==> src/hdl/mlfm_pkg.sv <==
// Package for the lock-current, motor-lock and startup-fault manager.
// Assumes a single 10 MHz clock domain and a classic Wishbone register slave.
package mlfm_pkg;
  // Clock rate
  localparam int unsigned CLK_HZ        = 10_000_000;
  // Register word offsets (byte addresses)
  localparam logic [7:0]  REG_CONFIG    = 8'h00;
  localparam logic [7:0]  REG_THRESH    = 8'h04;
  localparam logic [7:0]  REG_TIMING    = 8'h08;
  localparam logic [7:0]  REG_CONTROL   = 8'h0c;
  localparam logic [7:0]  REG_STATUS    = 8'h10;
  // Reset values
  localparam logic [31:0] CONFIG_RST    = 32'h0000_0000;
  localparam logic [31:0] THRESH_RST    = 32'hffff_ffff;
  localparam logic [31:0] TIMING_RST    = 32'h0010_0010;
  // Config field positions
  localparam int unsigned CF_LC_MODE    = 0;
  localparam int unsigned CF_ML_MODE    = 4;
  localparam int unsigned CF_SPD_EN     = 8;
  localparam int unsigned CF_SYNC_EN    = 9;
  localparam int unsigned CF_ABS_EN     = 10;
  localparam int unsigned CF_MISS_CNT   = 12;
  localparam int unsigned CF_STARTUP    = 16;
  localparam logic [1:0]  STARTUP_IND   = 2'h2;
  // Status bit positions
  localparam int unsigned ST_CTRL       = 0;
  localparam int unsigned ST_LOCKCUR    = 1;
  localparam int unsigned ST_MLOCK      = 2;
  localparam int unsigned ST_OVSPD      = 3;
  localparam int unsigned ST_SYNC       = 4;
  localparam int unsigned ST_ABSENT     = 5;
  localparam int unsigned ST_RAMPUP     = 6;
  localparam int unsigned ST_RAMPDN     = 7;
  localparam int unsigned ST_RATE       = 8;
  // Inductance timer prescale steps: 10 MHz, 1 MHz, 100 kHz, 10 kHz
  localparam int unsigned IND_STEPS     = 4;
  localparam logic [11:0] IND_TMR_MAX   = 12'hfff;
  // Gate override states
  typedef enum logic [2:0] {
    MLFM_GATE_NORMAL = 3'b000,
    MLFM_GATE_OFF    = 3'b001,
    MLFM_GATE_RECIRC = 3'b010,
    MLFM_GATE_HIGH   = 3'b011,
    MLFM_GATE_LOW    = 3'b100
  } mlfm_gate_t;
  typedef enum logic [1:0] {
    MLFM_IDLE    = 2'b00,
    MLFM_LATCHED = 2'b01,
    MLFM_RETRY   = 2'b10,
    MLFM_REPORT  = 2'b11
  } mlfm_state_t;
  typedef enum logic [1:0] {
    MLFM_IND_IDLE = 2'b00,
    MLFM_IND_UP   = 2'b01,
    MLFM_IND_DOWN = 2'b10
  } mlfm_ind_t;
endpackage : mlfm_pkg

==> src/hdl/mlfm_top.sv <==
// Lock-current, motor-lock and inductance-detect fault manager.
// Assumes digitised current, speed and zero-crossing inputs on clk_i.
//
// Decided for this implementation: the Wishbone slave port and the placing of the registers.
module mlfm_top
  import mlfm_pkg::*;
#(
  parameter int unsigned CUR_W = 12,
  parameter int unsigned SPD_W = 16
) (
  input  wire logic              clk_i,
  input  wire logic              rst_i,
  input  wire logic [7:0]        wb_adr_i,
  input  wire logic [31:0]       wb_dat_i,
  input  wire logic [3:0]        wb_sel_i,
  input  wire logic              wb_we_i,
  input  wire logic              wb_cyc_i,
  input  wire logic              wb_stb_i,
  output logic      [31:0]       wb_dat_o,
  output logic                   wb_ack_o,
  input  wire logic [CUR_W-1:0]  current_sense_amp_i,
  input  wire logic [CUR_W-1:0]  lowside_current_i,
  input  wire logic [SPD_W-1:0]  speed_est_i,
  input  wire logic              zc_window_i,
  input  wire logic              zc_detect_i,
  input  wire logic              ind_pulse_start_i,
  input  wire logic              ind_pulse_end_i,
  output mlfm_pkg::mlfm_gate_t   gate_override_o,
  output logic                   fault_pin_n_o,
  output logic                   ind_retry_o
);
  import mlfm_pkg::*;

  // Wider fields would not fit their register slots
  if (CUR_W < 1 || CUR_W > 16 || SPD_W < 1 || SPD_W > 16) begin : g_bad_width
    $error("mlfm_top: widths must be 1 to 16");
  end

  //////////////////////////////////////////////////////////////////////////
  // Registers
  logic [31:0] cfg;
  logic [31:0] thr;
  logic [31:0] tim;
  logic [8:0]  status;
  logic        clr_pulse;
  wire         wb_req  = wb_cyc_i & wb_stb_i & ~wb_ack_o;
  // Writes land on the edge where the master samples ack high
  wire         wb_wr   = wb_cyc_i & wb_stb_i & wb_we_i & wb_ack_o;
  wire  [31:0] wmask   = {{8{wb_sel_i[3]}}, {8{wb_sel_i[2]}},
                          {8{wb_sel_i[1]}}, {8{wb_sel_i[0]}}};
  wire  [3:0]  lc_mode = cfg[CF_LC_MODE +: 4];
  wire  [3:0]  ml_mode = cfg[CF_ML_MODE +: 4];
  wire  [3:0]  miss_lim = cfg[CF_MISS_CNT +: 4];
  // Thresholds: lock current, absent current, overspeed
  wire  [CUR_W-1:0] lc_thr  = thr[CUR_W-1:0];
  wire  [CUR_W-1:0] ab_thr  = thr[16 +: CUR_W];
  logic [SPD_W-1:0] spd_thr;
  // Timing: deglitch counts and retry count, in clock cycles
  wire  [7:0]  lc_deg   = tim[7:0];
  wire  [7:0]  ab_deg   = tim[15:8];
  wire  [15:0] retry_cy = tim[31:16];
  wire  [31:0] rd_word  = (wb_adr_i == REG_CONFIG) ? cfg :
                          (wb_adr_i == REG_THRESH) ? thr :
                          (wb_adr_i == REG_TIMING) ? tim :
                          (wb_adr_i == REG_CONTROL) ? {{(32-SPD_W){1'b0}}, spd_thr} :
                          (wb_adr_i == REG_STATUS) ? {23'h000000, status} : 32'h0000_0000;

  // Wishbone slave: one wait state, ack for one cycle
  always_ff @(posedge clk_i) begin
    if (rst_i) begin
      wb_ack_o <= 1'b0;
      wb_dat_o <= 32'h0000_0000;
      cfg      <= CONFIG_RST;
      thr      <= THRESH_RST;
      tim      <= TIMING_RST;
      spd_thr  <= '1;
    end else begin
      wb_ack_o <= wb_req;
      wb_dat_o <= rd_word;
      if (wb_wr && wb_adr_i == REG_CONFIG) cfg <= (cfg & ~wmask) | (wb_dat_i & wmask);
      if (wb_wr && wb_adr_i == REG_THRESH) thr <= (thr & ~wmask) | (wb_dat_i & wmask);
      if (wb_wr && wb_adr_i == REG_TIMING) tim <= (tim & ~wmask) | (wb_dat_i & wmask);
      if (wb_wr && wb_adr_i == REG_CONTROL && wb_sel_i[1:0] == 2'b11) begin
        spd_thr <= wb_dat_i[SPD_W-1:0];
      end
    end
  end

  // clear-fault pulse on write of one to status bit 31
  assign clr_pulse = wb_wr & (wb_adr_i == REG_STATUS) & wb_sel_i[3] & wb_dat_i[31];

  //////////////////////////////////////////////////////////////////////////
  // Detectors
  logic [7:0] lc_cnt;
  logic [7:0] ab_cnt;
  logic [3:0] miss_cnt;
  logic       lc_hit;
  logic       ab_hit;
  logic       sync_hit;
  wire        lc_over  = current_sense_amp_i > lc_thr;
  wire        ab_under = lowside_current_i < ab_thr;
  wire        spd_hit  = cfg[CF_SPD_EN] & (speed_est_i > spd_thr);
  wire        miss_ev  = zc_window_i & ~zc_detect_i;

  // lock-current deglitch; absent deglitch; miss counter
  always_ff @(posedge clk_i) begin
    if (rst_i) begin
      lc_cnt   <= 8'h00;
      ab_cnt   <= 8'h00;
      miss_cnt <= 4'h0;
      lc_hit   <= 1'b0;
      ab_hit   <= 1'b0;
      sync_hit <= 1'b0;
    end else begin
      lc_cnt   <= lc_over ? ((lc_cnt == 8'hff) ? lc_cnt : lc_cnt + 8'h01) : 8'h00;
      lc_hit   <= lc_over & (lc_cnt >= lc_deg);
      ab_cnt   <= ab_under ? ((ab_cnt == 8'hff) ? ab_cnt : ab_cnt + 8'h01) : 8'h00;
      ab_hit   <= cfg[CF_ABS_EN] & ab_under & (ab_cnt >= ab_deg);
      if (zc_detect_i) begin
        miss_cnt <= 4'h0;
      end else if (miss_ev && miss_cnt != 4'hf) begin
        miss_cnt <= miss_cnt + 4'h1;
      end
      sync_hit <= cfg[CF_SYNC_EN] & (miss_lim != 4'h0) & (miss_cnt >= miss_lim);
    end
  end

  //////////////////////////////////////////////////////////////////////////
  // Action decode shared by both handlers
  function automatic mlfm_state_t mode_kind(input logic [3:0] m);
    // codes 1xx1 and undefined 1xxx act as disabled
    if (m[3:2] == 2'b00) mode_kind = MLFM_LATCHED;
    else if (m[3:2] == 2'b01) mode_kind = MLFM_RETRY;
    else if (m == 4'b1000) mode_kind = MLFM_REPORT;
    else mode_kind = MLFM_IDLE;
  endfunction

  function automatic mlfm_gate_t gate_sel(input logic [1:0] m);
    case (m)
      2'b00:   gate_sel = MLFM_GATE_OFF;
      2'b01:   gate_sel = MLFM_GATE_RECIRC;
      2'b10:   gate_sel = MLFM_GATE_HIGH;
      default: gate_sel = MLFM_GATE_LOW;
    endcase
  endfunction

  mlfm_state_t lc_st;
  mlfm_state_t ml_st;
  logic [15:0] lc_rt;
  logic [15:0] ml_rt;
  wire  mlk_ev   = spd_hit | sync_hit | ab_hit;
  wire  lc_kind_ok = (mode_kind(lc_mode) != MLFM_IDLE);
  wire  ml_kind_ok = (mode_kind(ml_mode) != MLFM_IDLE);
  // Clear is honoured only once the condition is gone
  wire  lc_clr   = clr_pulse & ~lc_hit;
  wire  ml_clr   = clr_pulse & ~mlk_ev;

  always_ff @(posedge clk_i) begin
    if (rst_i) begin
      lc_st <= MLFM_IDLE;
      lc_rt <= 16'h0000;
    end else begin
      case (lc_st)
        MLFM_IDLE: begin
          if (lc_hit && lc_kind_ok) begin
            lc_st <= mode_kind(lc_mode);
            lc_rt <= retry_cy;
          end
        end
        MLFM_RETRY: begin
          if (lc_rt == 16'h0000) lc_st <= MLFM_IDLE;
          else lc_rt <= lc_rt - 16'h0001;
        end
        MLFM_LATCHED, MLFM_REPORT: begin
          if (lc_clr) lc_st <= MLFM_IDLE;
        end
        default: lc_st <= MLFM_IDLE;
      endcase
    end
  end

  always_ff @(posedge clk_i) begin
    if (rst_i) begin
      ml_st <= MLFM_IDLE;
      ml_rt <= 16'h0000;
    end else begin
      case (ml_st)
        MLFM_IDLE: begin
          if (mlk_ev && ml_kind_ok) begin
            ml_st <= mode_kind(ml_mode);
            ml_rt <= retry_cy;
          end
        end
        MLFM_RETRY: begin
          if (ml_rt == 16'h0000) ml_st <= MLFM_IDLE;
          else ml_rt <= ml_rt - 16'h0001;
        end
        MLFM_LATCHED, MLFM_REPORT: begin
          if (ml_clr) ml_st <= MLFM_IDLE;
        end
        default: ml_st <= MLFM_IDLE;
      endcase
    end
  end

  //////////////////////////////////////////////////////////////////////////
  // Inductance-detect timing
  mlfm_ind_t   ind_st;
  logic [11:0] ind_tmr;
  logic [9:0]  ind_pre;
  logic [1:0]  ind_step;
  logic        ind_up_f;
  logic        ind_dn_f;
  logic        ind_rate_f;
  logic [9:0]  pre_lim;
  wire  ind_on    = cfg[CF_STARTUP +: 2] == STARTUP_IND;
  wire  ind_thr_hit = current_sense_amp_i >= thr[16 +: CUR_W];
  wire  ind_zero  = current_sense_amp_i == '0;
  wire  tick      = ind_pre == pre_lim;
  wire  ovf       = tick & (ind_tmr == IND_TMR_MAX);
  wire  last_step = ind_step == 2'(IND_STEPS - 1);

  // Prescale per step: divide by 1, 10, 100, 1000
  always_comb begin
    case (ind_step)
      2'd0:    pre_lim = 10'd0;
      2'd1:    pre_lim = 10'd9;
      2'd2:    pre_lim = 10'd99;
      default: pre_lim = 10'd999;
    endcase
  end

  always_ff @(posedge clk_i) begin
    if (rst_i) begin
      ind_st     <= MLFM_IND_IDLE;
      ind_tmr    <= 12'h000;
      ind_pre    <= 10'd0;
      ind_step   <= 2'd0;
      ind_up_f   <= 1'b0;
      ind_dn_f   <= 1'b0;
      ind_rate_f <= 1'b0;
      ind_retry_o <= 1'b0;
    end else begin
      ind_retry_o <= 1'b0;
      ind_pre <= tick ? 10'd0 : ind_pre + 10'd1;
      if (tick) ind_tmr <= ind_tmr + 12'h001;
      // Set beats clear for each sticky flag
      if (clr_pulse) begin
        ind_up_f   <= 1'b0;
        ind_dn_f   <= 1'b0;
        ind_rate_f <= 1'b0;
      end
      if (ind_on && ind_pulse_start_i && ind_st == MLFM_IND_DOWN) ind_rate_f <= 1'b1;
      case (ind_st)
        MLFM_IND_IDLE: begin
          if (ind_on && ind_pulse_start_i) begin
            ind_st <= MLFM_IND_UP;
            ind_tmr <= 12'h000;
            ind_pre <= 10'd0;
            ind_step <= 2'd0;
          end
        end
        MLFM_IND_UP: begin
          if (ind_thr_hit || ind_pulse_end_i) begin
            ind_st <= MLFM_IND_DOWN;
            ind_tmr <= 12'h000;
            ind_pre <= 10'd0;
            ind_step <= 2'd0;
          end else if (ovf) begin
            ind_tmr <= 12'h000;
            ind_pre <= 10'd0;
            ind_retry_o <= ~last_step;
            ind_step <= ind_step + 2'd1;
            if (last_step) begin
              ind_up_f <= 1'b1;
              ind_st <= MLFM_IND_IDLE;
            end
          end
        end
        MLFM_IND_DOWN: begin
          if (ind_zero) begin
            ind_st <= MLFM_IND_IDLE;
          end else if (ovf) begin
            ind_tmr <= 12'h000;
            ind_pre <= 10'd0;
            ind_retry_o <= ~last_step;
            ind_step <= ind_step + 2'd1;
            if (last_step) begin
              ind_dn_f <= 1'b1;
              ind_st <= MLFM_IND_IDLE;
            end
          end
        end
        default: ind_st <= MLFM_IND_IDLE;
      endcase
    end
  end

  //////////////////////////////////////////////////////////////////////////
  // Status, detector bits captured while a motor lock is held
  logic [2:0] det_bits;
  wire  lc_act = lc_st != MLFM_IDLE;
  wire  ml_act = ml_st != MLFM_IDLE;
  wire  ml_entry = (ml_st == MLFM_IDLE) & mlk_ev & ml_kind_ok;

  // detector bits held with the motor-lock state
  always_ff @(posedge clk_i) begin
    if (rst_i) begin
      det_bits <= 3'b000;
    end else if (ml_entry || ml_act) begin
      det_bits <= (ml_entry ? 3'b000 : det_bits) | {ab_hit, sync_hit, spd_hit};
    end else begin
      det_bits <= 3'b000;
    end
  end

  assign status = {ind_rate_f, ind_dn_f, ind_up_f,
                   det_bits[2] & ml_act, det_bits[1] & ml_act, det_bits[0] & ml_act,
                   ml_act, lc_act, lc_act | ml_act};

  // Gate and fault pin outputs; lock current outranks motor lock
  wire lc_drive = (lc_st == MLFM_LATCHED) | (lc_st == MLFM_RETRY);
  wire ml_drive = (ml_st == MLFM_LATCHED) | (ml_st == MLFM_RETRY);
  mlfm_gate_t next_gate;
  assign next_gate = lc_drive ? gate_sel(lc_mode[1:0]) :
                     ml_drive ? gate_sel(ml_mode[1:0]) : MLFM_GATE_NORMAL;

  // fault pin low only in protective states
  always_ff @(posedge clk_i) begin
    if (rst_i) begin
      gate_override_o <= MLFM_GATE_NORMAL;
      fault_pin_n_o   <= 1'b1;
    end else begin
      gate_override_o <= next_gate;
      fault_pin_n_o   <= ~(lc_drive | ml_drive);
    end
  end

  //////////////////////////////////////////////////////////////////////////
  // Checks
  // latched stays until clear
  a_lc_latch_hold: assert property (@(posedge clk_i) disable iff (rst_i)
    (lc_st == MLFM_LATCHED && !clr_pulse) |=> lc_st == MLFM_LATCHED)
    else $error("latched lock-current left without clear");
  a_pin_follow: assert property (@(posedge clk_i) disable iff (rst_i)
    (lc_drive || ml_drive) |=> !fault_pin_n_o)
    else $error("fault pin not low during protection");
  a_report_gate: assert property (@(posedge clk_i) disable iff (rst_i)
    (lc_st == MLFM_REPORT && !ml_drive) |=> gate_override_o == MLFM_GATE_NORMAL)
    else $error("report mode overrode gates");
  a_lc_disabled: assert property (@(posedge clk_i) disable iff (rst_i)
    (lc_st == MLFM_IDLE && lc_mode[3] && lc_mode[0]) |=> lc_st == MLFM_IDLE)
    else $error("disabled lock-current mode acted");
  a_ml_disabled: assert property (@(posedge clk_i) disable iff (rst_i)
    (ml_st == MLFM_IDLE && ml_mode[3] && ml_mode[0]) |=> ml_st == MLFM_IDLE)
    else $error("disabled motor-lock mode acted");
  a_ml_retry_end: assert property (@(posedge clk_i) disable iff (rst_i)
    (ml_st == MLFM_RETRY && ml_rt == 16'h0000) |=> ml_st == MLFM_IDLE)
    else $error("motor-lock retry did not end");
  a_zc_reset: assert property (@(posedge clk_i) disable iff (rst_i)
    zc_detect_i |=> miss_cnt == 4'h0)
    else $error("miss count not cleared on crossing");
  // overspeed raises motor lock in latched mode
  a_spd_lock: assert property (@(posedge clk_i) disable iff (rst_i)
    (spd_hit && ml_st == MLFM_IDLE && ml_mode[3:2] == 2'b00) |=> ml_st == MLFM_LATCHED)
    else $error("overspeed did not latch motor lock");
  a_rate_fault: assert property (@(posedge clk_i) disable iff (rst_i)
    (ind_on && ind_pulse_start_i && ind_st == MLFM_IND_DOWN) |=> ind_rate_f)
    else $error("pulse rate fault missed");

endmodule : mlfm_top

==> config.mk <==
export PLATFORM = sky130hd
export DESIGN_NAME = mlfm_top
export DESIGN_NICKNAME = d
export VERILOG_FILES = /design/src/hdl/mlfm_pkg.sv /design/src/hdl/mlfm_top.sv
export SDC_FILE = /design/constraint.sdc
export NUM_CORES = 1
export LEC_CHECK = 0
export CAP_MARGIN = 40
export CORE_ASPECT_RATIO = 1.2
export CORE_MARGIN = 10
export CORE_UTILIZATION = 58
export CTS_CLUSTER_DIAMETER = 50
export DETAILED_ROUTE_END_ITERATION = 8
export DONT_BUFFER_PORTS = 1
export GPL_TIMING_DRIVEN = 0
export PLACE_DENSITY = 0.73
export SLEW_MARGIN = 20
export SYNTH_ARGS = -nofsm -noshare
export SYNTH_HDL_FRONTEND = slang
export SYNTH_SLANG_ARGS = --single-unit
==> constraint.sdc <==
create_clock -name clk_i -period 2.8 [get_ports clk_i]
set_input_delay 0.84 -clock clk_i [delete_from_list [all_inputs] [get_ports clk_i]]
set_output_delay 0.84 -clock clk_i [all_outputs]
set_load 0.05 [all_outputs]
==> results.yml <==
run_status:
  outcome: "complete, no violations"
worst_setup_path:
  crit_type: "reg -> reg"
  reg2reg_from: "wb_ack_o"
  end_kind: "flip-flop"
  crit_start: "wb_ack_o"
  cp.arrival_ns: 3.21
  critPathMaxStageDelay_ns: 0.54
  critPathLaunchType: "flip-flop"
  path_delay_family: "simple AND/OR/NAND/NOR gates"
  slowest_stage: "o41a_1"
  cp_cell_sequence: "and4_1, clkbuf_1, and3_1, nand4_1, o41a_1, nor2_1, mux2_2"
  worstPathMaxFanout: 5
  worst_ep_required_time_ns: 3.24
  crit_buf_inv: 1
logic_synthesis:
  syn_inst: 1532
  netlist_area_um2: 12500
  synth_common_cells: "241 x dfxtp_1, 180 x nand2_1, 146 x a21oi_1, 139 x nor2_1, 111 x o21ai_0"
  synth_top_cell_area_share: 0.3860
  ys_ff_latch: 241
  ys_seq_area_frac: 0.3860
  yosysMostFrequentCell: "dfxtp_1"
  synth_area_leaders: "dfxtp_1 39%, ha_1 10%, a21oi_1 5.8%, nand2_1 5.4%, o21ai_0 4.4%"
  ys_async_sr_fraction: 0
  synthFlopType: "dfxtp_1"
  yosysWarnings: 0
  yosys.area.top_type: "dfxtp_1"
  syn_area_per_cell_um2: 8.159
  synth_fp_nets: 1725
  synth_edf_count: 0
  ys_types: 66
power_and_ir_drop:
  power_uw: 7470
  power.internal_uw: 5689
  switching_share: 0.2384
  p_switching_uw: 1781
  pwr-share-clk: 0.476
  pwr-share-comb: 0.056
  p_leak_uw: 0.005452
  power.density_nw_per_um2: 534.0
  vdd_drop_max_v: 0.0005543
  seq_power_share: 0.468
layout:
  syn2layout_area_growth_pct: 11.92
  final_util: 0.6625
  post_route_cells_drive_above_1_share: 0.07363
  fin_nets: 1762
  final_area_um2: 13990
  nFillCells: 1813
floorplanning:
  die_w_um: 154.0
  fp.dieH_um: 180.8
  coreArea_um2: 21120
  die-area_um2: 27850
  start_util: 0.5919
  placementRows: 58
  ios: 131
global_routing:
  grt_max_degree: 15
  grt_pass1_wl_um: 61730
  antenna_found_initial: 1
  grt_pass1_vias: 11080
  grt_use_total: 0.2707
  gr-total-overflow: 0
cts:
  cts-root-buf: "clkbuf_16"
  clock_latency_ns: 0.55
  postCtsHoldBufs: 0
  cts_made_buffers: 28
  clkTransAtPathRegs_ns: 0.06
  numClockSinks: 241
  htree_levels: 1
  clock_path_buffers: 3
  cts_tree: "built"
drt:
  wl_met2_um: 18670
  top_layer: "met5"
  first_iter_violations: 1078
  antenna_left: 0
  wl_per_cell_um: 21.29
  viasPerCell: 6.274
  drc: 0
  met1_length_um: 15190
  num_vias: 11680
  wl_met3_um: 3584
  routed_wl_um: 39650
  drtPass1Iterations: 7
placement:
  hpwl_um: 30340
  placed_cell_area_um2: 12870
  io_buffers: 0
  place_congestion: 0.9547
  pre_cts_ws_ns: -0.9254
flow_run:
  maxCapViolations: 0
sta:
  worstMarginPinSlew_ns: 0.8298
  setup_viol_count_final: 0
  slew_headroom: 0.4431
  grt_setup_unrepaired: "true"
  max_freq_ghz: 0.3609
  layout_min_cycle_time_ns: 2.771
  fin_ws_ns: 0.02917
  finalCritPeriodShare: 0.9896
  finalHoldViolCount: 0
  drv_slew: 0
  tns_ns: 0
  finClkSkew_ns: 0.01256
min_path:
  min_from: "zc_detect_i"
  hp-class: "in -> reg"
-- routing by layer --
| metal | vias up | track usage |
|---|---|---|
| li1 | 5544 | - |
| met1 | 5461 | 0.3138 |
| met2 | 533 | 0.4501 |
| met3 | 143 | 0.06225 |
| met4 | 2 | 0.1491 |
| met5 | - | 0 |
-- power by group through the flow --
stage	registers, µW	clock network [µW]	logic, µW
floorplan	3560	0	279
global placement	3570	0	382
detailed placement	3570	0	388
CTS	3490	3590	393
global route	3500	3720	465
finish	3490	3560	420
-- stage by stage --
stage,cells,hold WS (ns)
2_1_floorplan,1532,0.4358
3_3_place_gp,1802,0.4473
3_5_place_dp,1802,0.4575
4_1_cts,1852,0.3491
5_1_grt,1859,0.3511
6_report,1862,0.3582
-- path summary, 6_finish.rpt --
check	to	slack, ns	cells past startpoint
max	ml_st[0]	0.03	7
min	miss_cnt[3]	0.36	1
max reg2reg	ml_st[0]	0.03	7
min reg2reg	flip-flop	0.48	2
-- kinds of logic (layout without fill, tap and decap cells) --
logic type | Yosys count | after routing | synth area share
AO/OA/AOI/OAI | 437 | 437 | 0.2142
XOR/XNOR | 28 | 28 | 0.01962
adder cells (fa/ha/maj) | 100 | 100 | 0.1001
buffers and inverters | 173 | 230 | 0.05315
flip-flops | 241 | 241 | 0.3860
multiplexers | 48 | 48 | 0.03984
other | 0 | 3 | 0
AND/OR/NAND/NOR | 505 | 505 | 0.1871
-- what timing repair did --
action | in CTS | in global routing
gates cloned | 0 | 1
pin swaps | 3 | 7
buffers inserted | 1 | 6
gates resized for setup | 14 | 42
setup endpoints to repair | 89 | 107
-- final cells by class --
cell class / count / area, µm² / share of cell area
tap: 270 / 337.8 / 0.02415
multi-input combinational: 1118 / 7146 / 0.5108
antenna: 3 / 7.507 / 0.0005366
timing repair buffer: 10 / 76.32 / 0.005456
clock inverter: 11 / 105.1 / 0.007513
sequential: 241 / 4827 / 0.3450
inverter: 100 / 377.9 / 0.02701
buffer: 70 / 310.3 / 0.02218
clock buffer: 39 / 802.0 / 0.05733
-- cell usage in the layout, fill, tap and decap left out, drive strengths merged, types with 6 or more instances in the layout --
cell / instances
dfxtp: 241
nand2: 180
a21oi: 146
nor2: 139
o21ai: 115
ha: 100
inv: 100
clkbuf: 98
o211ai: 51
mux2i: 43
nand3: 33
nor3: 29
nand4: 21
buf: 21
and3: 19
a22oi: 18
a21o: 17
xor2: 16
nor4: 16
a211oi: 14
xnor2: 12
o22ai: 10
nand2b: 9
nor2b: 9
a31oi: 9
o32ai: 9
clkinv: 9
or3: 8
and4: 8
and2: 8
o21a: 8
or2: 7
or4: 7
o31ai: 6
Note: power is estimated with default switching activity, not from simulation.
